$ cat src/pcie_pkg.sv
// Function
// with page override set, page field supplies register address bits 5 and 4.
// with page override clear, the address latch alone forms the full address.
// page field is only used while page override is enabled.
// writing one to receiver-disable bit switches the receiver analog section off.
// writing one to the soft sleep bit enters soft power-down.
// clearing soft sleep starts wake-up; bit reads one until wake-up completes.
// soft sleep cannot be set while the software reset command is active.
// writing the command field starts the matching command.
// command field reads the executing command; sequencer may change it.
// invert bit one drives the interrupt pin as inverse of combined status.
// invert bit zero drives the interrupt pin equal to combined status.
// invert resets to one so the open-drain pin rests high impedance.
// transmit-done enable gates the transmit-complete request.
// receive-done enable gates the receiver request.
// idle enable gates the idle request.
// high-alert enable gates the buffer high-level request.
// low-alert enable gates the buffer low-level request.
// error enable gates the error request.
// timer enable gates the timer-expired request.
// command register resets to 20h.
// reserved bits read as zero; host writes zero.
// drive type bit one gives push-pull, zero gives open-drain.
// combined status is OR of each flag ANDed with its enable.
package pcie_pkg;
  localparam logic [5:0] PCIE_ADDR_PAGE = 6'h00;
  localparam logic [5:0] PCIE_ADDR_CMD = 6'h01;
  localparam logic [5:0] PCIE_ADDR_IEN = 6'h02;
  localparam logic [7:0] PCIE_PAGE_RST = 8'h00;
  localparam logic [7:0] PCIE_CMD_RST = 8'h20;
  localparam logic [7:0] PCIE_IEN_RST = 8'h80;
  localparam logic [7:0] PCIE_PAGE_MASK = 8'h83;
  localparam logic [7:0] PCIE_CMD_MASK = 8'h3F;
  localparam int PCIE_PAGE_OVR_BIT = 7;
  localparam int PCIE_RCV_OFF_BIT = 5;
  localparam int PCIE_SLEEP_BIT = 4;
  localparam int PCIE_INV_BIT = 7;
  localparam logic [3:0] PCIE_CMD_SOFT_RESET = 4'hF;
  localparam int PCIE_WAKE_NS = 1000;
  localparam int PCIE_CLK_NS = 50;
  localparam logic [7:0] PCIE_WAKE_CYC = 8'((PCIE_WAKE_NS + PCIE_CLK_NS - 1) / PCIE_CLK_NS);
  typedef enum logic [2:0]
  {
    PCIE_AWAKE = 3'b001,
    PCIE_ASLEEP = 3'b010,
    PCIE_WAKING = 3'b100
  } pcie_pwr_t;
  function automatic logic [7:0] pcie_wmask(input logic [7:0] d, input logic [7:0] m);
    pcie_wmask = d & m;
  endfunction
endpackage

$ cat src/pcie_addr_map.sv
module pcie_addr_map
  import pcie_pkg::*;
(
  input wire logic clk,
  input wire logic rst_n,
  input wire logic [5:0] latch_addr,
  input wire logic page_override_en,
  input wire logic [1:0] page_field,
  output logic [5:0] eff_addr
);
  always_ff @(posedge clk)
  begin
    if (!rst_n)
    begin
      eff_addr <= 6'h00;
    end
    else if (page_override_en)
    begin
      eff_addr <= {page_field, latch_addr[3:0]};
    end
    else
    begin
      eff_addr <= latch_addr;
    end
  end
endmodule

$ cat src/pcie_irq_pin.sv
module pcie_irq_pin
  import pcie_pkg::*;
(
  input wire logic clk,
  input wire logic rst_n,
  input wire logic [6:0] flags,
  input wire logic [6:0] enables,
  input wire logic [4:0] flags2,
  input wire logic [4:0] enables2,
  input wire logic invert,
  input wire logic push_pull,
  output logic irq_status,
  output logic irq_o,
  output logic irq_oe
);
  logic comb;
  logic level;
  assign comb = |(flags & enables) | |(flags2 & enables2);
  assign level = comb ^ invert;
  always_ff @(posedge clk)
  begin
    if (!rst_n)
    begin
      irq_status <= 1'b0;
      irq_o <= 1'b0;
      irq_oe <= 1'b0;
    end
    else
    begin
      irq_status <= comb;
      irq_o <= level;
      irq_oe <= push_pull | ~level;
    end
  end
endmodule

$ cat src/pcie_regs.sv
module pcie_regs
  import pcie_pkg::*;
(
  input wire logic clk,
  input wire logic rst_n,
  input wire logic [5:0] latch_addr,
  input wire logic wr_en,
  input wire logic rd_en,
  input wire logic [7:0] wr_data,
  output logic [7:0] rd_data,
  output logic [5:0] eff_addr,
  output logic page_override_en,
  output logic [1:0] page_field,
  output logic receiver_analog_disable,
  output logic soft_sleep,
  output logic [3:0] cmd_code,
  output logic cmd_start,
  input wire logic seq_cmd_load,
  input wire logic [3:0] seq_cmd_code,
  input wire logic [6:0] irq_flags,
  input wire logic [4:0] irq_flags2,
  input wire logic [4:0] irq_en2,
  input wire logic interrupt_pin_drive_type,
  output logic irq_status,
  output logic irq_o,
  output logic irq_oe
);
  logic [7:0] page_reg;
  logic [7:0] cmd_reg;
  logic [7:0] ien_reg;
  logic [7:0] cmd_next;
  logic [7:0] wake_cnt_reg;
  pcie_pwr_t pwr_reg;
  logic wr_page;
  logic wr_cmd;
  logic wr_ien;
  logic soft_reset_active;

  pcie_addr_map u_map
  (
    .clk(clk),
    .rst_n(rst_n),
    .latch_addr(latch_addr),
    .page_override_en(page_reg[PCIE_PAGE_OVR_BIT]),
    .page_field(page_reg[1:0]),
    .eff_addr(eff_addr)
  );

  pcie_irq_pin u_irq
  (
    .clk(clk),
    .rst_n(rst_n),
    .flags(irq_flags),
    .enables(ien_reg[6:0]),
    .flags2(irq_flags2),
    .enables2(irq_en2),
    .invert(ien_reg[PCIE_INV_BIT]),
    .push_pull(interrupt_pin_drive_type),
    .irq_status(irq_status),
    .irq_o(irq_o),
    .irq_oe(irq_oe)
  );

  // decode uses the combinational effective address of this access
  logic [5:0] dec_addr;
  assign dec_addr = page_reg[PCIE_PAGE_OVR_BIT] ? {page_reg[1:0], latch_addr[3:0]} : latch_addr;
  // the page register sits at offset 0 of every page, so paging can always be undone
  assign wr_page = wr_en && (dec_addr[3:0] == PCIE_ADDR_PAGE[3:0]);
  assign wr_cmd = wr_en && (dec_addr == PCIE_ADDR_CMD);
  assign wr_ien = wr_en && (dec_addr == PCIE_ADDR_IEN);
  assign soft_reset_active = (cmd_reg[3:0] == PCIE_CMD_SOFT_RESET);

  always_ff @(posedge clk)
  begin
    if (!rst_n)
    begin
      page_reg <= PCIE_PAGE_RST;
    end
    else if (wr_page)
    begin
      page_reg <= pcie_wmask(wr_data, PCIE_PAGE_MASK);
    end
  end

  always_ff @(posedge clk)
  begin
    if (!rst_n)
    begin
      ien_reg <= PCIE_IEN_RST;
    end
    else if (wr_ien)
    begin
      ien_reg <= wr_data;
    end
  end

  always_comb
  begin
    cmd_next = cmd_reg;
    if (seq_cmd_load)
    begin
      cmd_next[3:0] = seq_cmd_code;
    end
    if (wr_cmd)
    begin
      cmd_next[PCIE_RCV_OFF_BIT] = wr_data[PCIE_RCV_OFF_BIT];
      cmd_next[3:0] = wr_data[3:0];
    end
    // sleep bit shows one while asleep or still waking
    cmd_next[PCIE_SLEEP_BIT] = (pwr_reg != PCIE_AWAKE);
    cmd_next = pcie_wmask(cmd_next, PCIE_CMD_MASK);
  end

  always_ff @(posedge clk)
  begin
    if (!rst_n)
    begin
      cmd_reg <= PCIE_CMD_RST;
      cmd_start <= 1'b0;
    end
    else
    begin
      cmd_reg <= cmd_next;
      cmd_start <= wr_cmd;
    end
  end

  always_ff @(posedge clk)
  begin
    if (!rst_n)
    begin
      pwr_reg <= PCIE_AWAKE;
      wake_cnt_reg <= 8'h00;
    end
    else
    begin
      unique case (pwr_reg)
        PCIE_AWAKE:
        begin
          if (wr_cmd && wr_data[PCIE_SLEEP_BIT] && !soft_reset_active)
          begin
            pwr_reg <= PCIE_ASLEEP;
          end
        end
        PCIE_ASLEEP:
        begin
          if (wr_cmd && !wr_data[PCIE_SLEEP_BIT])
          begin
            pwr_reg <= PCIE_WAKING;
            wake_cnt_reg <= PCIE_WAKE_CYC;
          end
        end
        PCIE_WAKING:
        begin
          if (wake_cnt_reg <= 8'h01)
          begin
            pwr_reg <= PCIE_AWAKE;
            wake_cnt_reg <= 8'h00;
          end
          else
          begin
            wake_cnt_reg <= wake_cnt_reg - 8'h01;
          end
        end
        default:
        begin
          pwr_reg <= PCIE_AWAKE;
        end
      endcase
    end
  end

  always_ff @(posedge clk)
  begin
    if (!rst_n)
    begin
      rd_data <= 8'h00;
    end
    else if (rd_en && (dec_addr[3:0] == PCIE_ADDR_PAGE[3:0]))
    begin
      rd_data <= page_reg;
    end
    else if (rd_en)
    begin
      unique case (dec_addr)
        PCIE_ADDR_PAGE: rd_data <= page_reg;
        PCIE_ADDR_CMD: rd_data <= cmd_reg;
        PCIE_ADDR_IEN: rd_data <= ien_reg;
        default: rd_data <= 8'h00;
      endcase
    end
  end

  assign page_override_en = page_reg[PCIE_PAGE_OVR_BIT];
  assign page_field = page_reg[1:0];
  assign receiver_analog_disable = cmd_reg[PCIE_RCV_OFF_BIT];
  assign soft_sleep = cmd_reg[PCIE_SLEEP_BIT];
  assign cmd_code = cmd_reg[3:0];

  reset_default_a: assert property (@(posedge clk) $rose(rst_n) |-> cmd_reg == PCIE_CMD_RST)
    else $error("command register reset value wrong");
  sleep_block_a: assert property (@(posedge clk) disable iff (!rst_n)
    (pwr_reg == PCIE_AWAKE && soft_reset_active) |=> pwr_reg == PCIE_AWAKE)
    else $error("sleep entered during soft reset");
  wake_shows_one_a: assert property (@(posedge clk) disable iff (!rst_n)
    (pwr_reg == PCIE_WAKING) |=> cmd_reg[PCIE_SLEEP_BIT])
    else $error("sleep bit dropped early");
  wake_bounded_a: assert property (@(posedge clk) disable iff (!rst_n)
    $rose(pwr_reg == PCIE_WAKING) |-> ##[1:40] pwr_reg == PCIE_AWAKE)
    else $error("wake-up did not complete");
  rcv_write_a: assert property (@(posedge clk) disable iff (!rst_n)
    wr_cmd |=> receiver_analog_disable == $past(wr_data[PCIE_RCV_OFF_BIT]))
    else $error("receiver disable not written");
  cmd_write_a: assert property (@(posedge clk) disable iff (!rst_n)
    wr_cmd |=> cmd_code == $past(wr_data[3:0]) && cmd_start)
    else $error("command not started");
  reserved_zero_a: assert property (@(posedge clk) disable iff (!rst_n)
    page_reg[6:2] == 5'h00 && cmd_reg[7:6] == 2'h0)
    else $error("reserved bits nonzero");
  irq_level_a: assert property (@(posedge clk) disable iff (!rst_n)
    $stable(irq_flags) && $stable(ien_reg) && $stable(irq_flags2) && $stable(irq_en2)
    |=> irq_o == (irq_status ^ $past(ien_reg[PCIE_INV_BIT])))
    else $error("interrupt pin level wrong");
endmodule

$ cat config.mk
export PLATFORM = sky130hd
export DESIGN_NAME = pcie_regs
export DESIGN_NICKNAME = d
export VERILOG_FILES = /design/src/pcie_pkg.sv /design/src/pcie_addr_map.sv /design/src/pcie_irq_pin.sv /design/src/pcie_regs.sv
export SDC_FILE = /design/constraint.sdc
export NUM_CORES = 1
export LEC_CHECK = 0
export ABC_CLOCK_PERIOD_IN_PS = 1580
export BUFFER_PORTS_ARGS = -buffer_cell sky130_fd_sc_hd__buf_2
export CELL_PAD_IN_SITES_DETAIL_PLACEMENT = 1
export CELL_PAD_IN_SITES_GLOBAL_PLACEMENT = 1
export CORE_AREA = 2 2 99 72
export CTS_CLUSTER_SIZE = 24
export DETAILED_ROUTE_END_ITERATION = 12
export DIE_AREA = 0 0 101 74
export GPL_TIMING_DRIVEN = 0
export HOLD_SLACK_MARGIN = 0.1
export PLACE_DENSITY_LB_ADDON = 0.1
export SYNTH_ARGS = -nofsm -noshare
export SYNTH_HDL_FRONTEND = slang
export SYNTH_SLANG_ARGS = --single-unit
$ cat constraint.sdc
create_clock -name clk -period 1.58 [get_ports clk]
set_input_delay 0.158 -clock clk [delete_from_list [all_inputs] [get_ports clk]]
set_output_delay 0.158 -clock clk [all_outputs]
set_load 0.02 [all_outputs]
==> flow_summary.ini, run 1 <==
[placed_design]
post-place-ws_ns = -0.516
gp_congestion = 0.786
hpwl_um = 5110
numPortBuffers = 66

[power]
leakagePower_nw = 1.20
ir_drop_mv = 0.352
pwr_density_cell_nw_per_um2 = 798

[outcome]
violations = setup timing
outcome = complete, but fails checks

[hold_path]
hold_class = in2reg

[global_routing]
grt-ovfl-total = 0
grt_pass1_vias = 2094
grt_pass1_wl_um = 11000
antenna_found_initial = 0
grt.total_usage_pct = 19.1
grt_max_degree = 15

[timing]
rsz0062_at_grt = true
fin_hold_ws_ns = 0.109
slew_headroom_pct = 42.6
fin_setup_tns_ns = -0.107
max_freq_mhz = 617
setup_violations = 3
final_max_slew_viol_count = 0
period_needed_ns = 1.62
finalClockSkew_ns = 0.0137
tightest_slew_ns = 0.853
hold_viol = 0
fin_crit_sh_pct = 103
fin_ws_ns = -0.0406

[route]
wl_per_cell_um = 16.9
drtIter0Drc = 67
viasPerCell = 5.26
routed_wl_um = 6890
ant_nets = 0
firstDrtPassIters = 4
vias = 2141
drc = 0

[floorplan]
dieArea_sq_um = 7470
rows = 25
start_util_pct = 31.8
die_height_um = 74
die-width_um = 101
fp.coreArea_sq_um = 6570
ioPinCount = 68

[clock_tree]
root_buffer = clkbuf_8
clk_path_buf_depth = 2
cts_tree = built
clk_pin_slew_ns = 0.09
insertion_delay_ns = 0.30
htreeDepth = 2
numCtsBuffers = 5
clock-sinks = 46

[logic_synthesis]
synth-edff-count = 0
synth-seq-area-share_pct = 44.0
synth.cell_area_sq_um = 2090
ys.warnings.count = 0
yosysUniqueCellTypes = 52
syn_inst = 237
synth.largest_area_cell = dfxtp_1
synth_ff_type = dfxtp_1
synth-seq-cells = 46
synth.area.top_cells = dfxtp_1 44%, nand2_1 4.5%, a21oi_1 3.8%, mux2i_1 3.8%, nor2_1 3.8%
synthArstFlopShare_pct = 0
synth_nets = 280
synth_top_area_share_pct = 44.0
synth.avg_cell_area_sq_um = 8.83

[critical_path]
slowest_stage = or3_4
worstPathCellList = or3_4 > o31ai_4 > buf_6 > nor4_2 > o221a_1
crit_path_start_kind = flip-flop
cp_max_fo = 7
arrival_ns = 1.82
worstSetupPathType = reg2reg
critPathCaptureType = flip-flop
critPathMaxStageDelay_ns = 0.40
cp.required_ns = 1.78

[final_layout]
nFillCells = 777
layout_commonest_cell = buf_2
nets = 368
num_antenna_cells = 0
drive_above_1_share_pct = 39.6
seqCellArea_sq_um = 943
syn_to_final_growth_pct = 40.7
layout_common_cells = 66 x buf_2, 34 x dfxtp_1, 25 x nand2_1, 19 x nor2_1, 15 x a21oi_1
multiInputGateArea_sq_um = 1240

[run]
drv_cap = 0
[synth_stat cells (all sizes together) (2+ instances only)]
cell and n:
a211oi 4, a21oi 16, a22oi 10, a2bb2oi 2, a31oi 2, and2 7, and3 3, buf 3
clkbuf 9, dfxtp 46, ha 2, inv 6, mux2i 8, nand2 25, nand2b 2, nand3 14
nor2 21, nor2b 4, nor3 7, nor3b 3, nor4 4, o2111ai 4, o21a 2, o21ai 4
o221a 3, o22ai 4, o31a 3, or3 2
[worst max-delay path: cells and delay by family, from the launching register on]
family / cells / cell delay, ns
AO/OA/AOI/OAI: 2 / 0.53
AND/OR/NAND/NOR: 2 / 0.45
flip-flops: 1 / 0.36
buffers and inverters: 1 / 0.17
[path summary, 6_finish.rpt]
path	endpoint	cells after the start	slack (ns)	from
setup / recovery	wake_cnt_reg[5]$_SDFFE_PN0P_	5	-0.04	wake_cnt_reg[5]$_SDFFE_PN0P_
hold / removal	u_map.eff_addr[3]$_SDFF_PN0_	2	0.11	latch_addr[3]
setup reg to reg	wake_cnt_reg[5]$_SDFFE_PN0P_	5	-0.04	wake_cnt_reg[5]$_SDFFE_PN0P_
hold reg to reg	rd_data[6]$_SDFFE_PN0P_	2	0.48	rd_data[6]$_SDFFE_PN0P_
[cell families after synthesis]
family | after synthesis | synth area share (%)
buffers and inverters | 19 | 3.65
multiplexers | 8 | 3.83
AO/OA/AOI/OAI | 65 | 23.1
adder cells (fa/ha/maj) | 2 | 1.20
AND/OR/NAND/NOR | 96 | 23.8
XOR/XNOR | 1 | 0.419
flip-flops | 46 | 44.0
[layer usage]
| layer | track usage, % | wire length, um | vias to the layer above |
|---|---|---|---|
| met5 | 0 | 0 | - |
| li1 | - | - | 1053 |
| met4 | 3.60 | 24 | 0 |
| met3 | 4.04 | 398 | 2 |
| met1 | 29.5 | 3650 | 1029 |
| met2 | 27.6 | 2820 | 57 |
[stage by stage]
| step | cell area (sq um) | power (mW) | cells | utilization (%) |
|---|---|---|---|---|
| finish | 2940 | 2.35 | 407 | 44.8 |
| global route | 2940 | 2.44 | 407 | 44.8 |
| CTS | 2820 | 2.37 | 399 | 42.9 |
| detailed placement | 2530 | 1.47 | 384 | 38.6 |
| global placement | 2530 | 1.46 | 384 | 38.6 |
| floorplan | 2100 | 1.34 | 237 | - |
[layout make-up]
class                           instances  area share, %
Buffer                                 10           1.70
Clock buffer                            5           2.34
Clock inverter                          3           1.36
Inverter                                7          0.892
Multi-Input combinational cell        172           42.1
Sequential cell                        46           32.0
Tap cell                               81           3.44
Timing Repair Buffer                   83           16.1
[repair_timing]
item | in CTS | in global routing
resized for setup | 26 | 18
pin swaps | 8 | 7
hold buffers | 2 | 0
endpoints found under the setup margin | 32 | 22
buffers inserted | 7 | 8
endpoints found under the hold margin | 2 | 0
[power by group]
| part | leakage (nW) | internal, mW | switching (mW) |
|---|---|---|---|
| logic | 0.760 | 0.103 | 0.155 |
| registers | 0.381 | 1.18 | 0.0163 |
| clock network | 0.0579 | 0.467 | 0.428 |
(Power assumes the default switching activity.)
==> run 2: changes to the inputs <==
Settings changed: ABC_AREA set to 0, SKIP_CTS_REPAIR_TIMING set to 1.
==> flow_summary.ini, run 2 (synthesis results as in run 1) <==
[critical_path]
cp.required_ns = 1.78
critPathMaxStageDelay_ns = 0.40
worstSetupPathType = reg2reg
r2r_setup_slack_ns = -0.03
cp_top_family = compound AO/OA/AOI/OAI gates
timing.rr.start = wake_cnt_reg[7]$_SDFFE_PN0P_
crit_start = wake_cnt_reg[7]$_SDFFE_PN0P_
reg2reg_depth = 5
cp_max_fo = 8
arrival_ns = 1.81
crit_path_start_kind = flip-flop
critPathCaptureType = flip-flop
r2r_end = wake_cnt_reg[5]$_SDFFE_PN0P_
slowest_stage = or3_4
path_buf_inv = 1
worstPathCellList = or3_4 > o31ai_4 > buf_6 > nor4_2 > o221a_1

[run]
drv_cap = 0

[global_routing]
grt-ovfl-total = 0
antenna_found_initial = 0
grt_pass1_vias = 1999
grt_max_degree = 15
grt.total_usage_pct = 18.4
grt_pass1_wl_um = 10500

[outcome]
outcome = complete, but fails checks
violations = setup timing

[timing]
fin_crit_sh_pct = 102
fin_ws_ns = -0.0311
hold_viol = 0
finalClockSkew_ns = 0.0146
slew_headroom_pct = 42.5
tightest_slew_ns = 0.860
final_max_slew_viol_count = 0
max_freq_mhz = 621
period_needed_ns = 1.61
setup_violations = 2
rsz0062_at_grt = true

[final_layout]
layout_commonest_cell = buf_2
post-route-util_pct = 44.9
layout_common_cells = 67 x buf_2, 36 x dfxtp_1, 25 x nand2_1, 19 x nor2_1, 15 x a21oi_1
syn_to_final_growth_pct = 40.8
nFillCells = 780
drive_above_1_share_pct = 38.6
num_antenna_cells = 0
nets = 366

[hold_path]
min_to = u_map.eff_addr[3]$_SDFF_PN0_
hold_class = in2reg
min_path_cells = 2
hold_path.startpoint = latch_addr[3]

[power]
pwr_density_cell_nw_per_um2 = 801
leakagePower_nw = 1.20
fin_total_pwr_mw = 2.36
ir_drop_mv = 0.357

[route]
drtIter0Drc = 54
ant_nets = 0
drc = 0
firstDrtPassIters = 4
viasPerCell = 5.25
routed_wl_um = 7110
vias = 2125
wl_per_cell_um = 17.5

[placed_design]
hpwl_um = 5110
post-place-ws_ns = -0.516
numPortBuffers = 66
gp_congestion = 0.786

[clock_tree]
clock-sinks = 46
cts_tree = built
clk_path_buf_depth = 2
htreeDepth = 2
numCtsBuffers = 5
insertion_delay_ns = 0.31
root_buffer = clkbuf_8
clk_pin_slew_ns = 0.09

[floorplan]
die_height_um = 74
fp.coreArea_sq_um = 6570
dieArea_sq_um = 7470
ioPinCount = 68
rows = 25
die-width_um = 101
start_util_pct = 31.8
## run 2: power breakdown
part	switching [mW]	internal, mW	leakage [nW]	total, mW
logic	0.161	0.107	0.760	0.268
registers	0.0170	1.18	0.381	1.20
clock network	0.429	0.467	0.0579	0.895
## run 2: stage by stage
step                      TNS [ns]  hold slack [ns]  area (sq um)  std cells
after global placement       -5.92            0.384          2530        384
after global routing        -0.550            0.110          2950        405
after CTS                    -5.36           0.0702          2640        392
after floorplan            -0.0232            0.280          2100        237
final                      -0.0612            0.100          2950        405
after detailed placement     -6.74            0.392          2530        384
## run 2: how the worst max path moves through the flow
stage                                   end  slack (ns)  depth (start not counted)
5_1_grt        wake_cnt_reg[5]$_SDFFE_PN0P_       -0.08                          5
3_3_place_gp       page_reg[7]$_SDFFE_PN0P_       -0.47                          5
3_5_place_dp       page_reg[7]$_SDFFE_PN0P_       -0.52                          5
2_1_floorplan  wake_cnt_reg[7]$_SDFFE_PN0P_       -0.02                          5
6_report       wake_cnt_reg[5]$_SDFFE_PN0P_       -0.03                          5
4_1_cts        wake_cnt_reg[1]$_SDFFE_PN0P_       -0.26                          5
## run 2: worst reg2reg max path: cells and delay by family, from the launching register on
kind / cells / cell delay, ns
compound gates: 2 / 0.53
simple gates: 2 / 0.45
flops: 1 / 0.35
buf+inv: 1 / 0.18
## run 2: routing by layer
layer  global-route usage [%]  routed length (um)  vias to the layer above
met5                        0                   0                        -
met4                     3.60                  24                        0
met3                     4.04                 443                        2
met2                     25.5                2920                       59
met1                     29.0                3720                     1014
li1                         -                   -                     1050
## run 2: layout make-up
type                    instances  area [sq um]  share of cell area (%)
flip-flops and latches         46           941                    31.9
clock buffers                   5          68.8                    2.34
plain buffers                  10          53.8                    1.83
inverters                       7          26.3                   0.892
repair buffers                 81           460                    15.6
multi-input cells             172          1250                    42.6
clock inverters                 3          40.0                    1.36
well taps                      81           101                    3.44
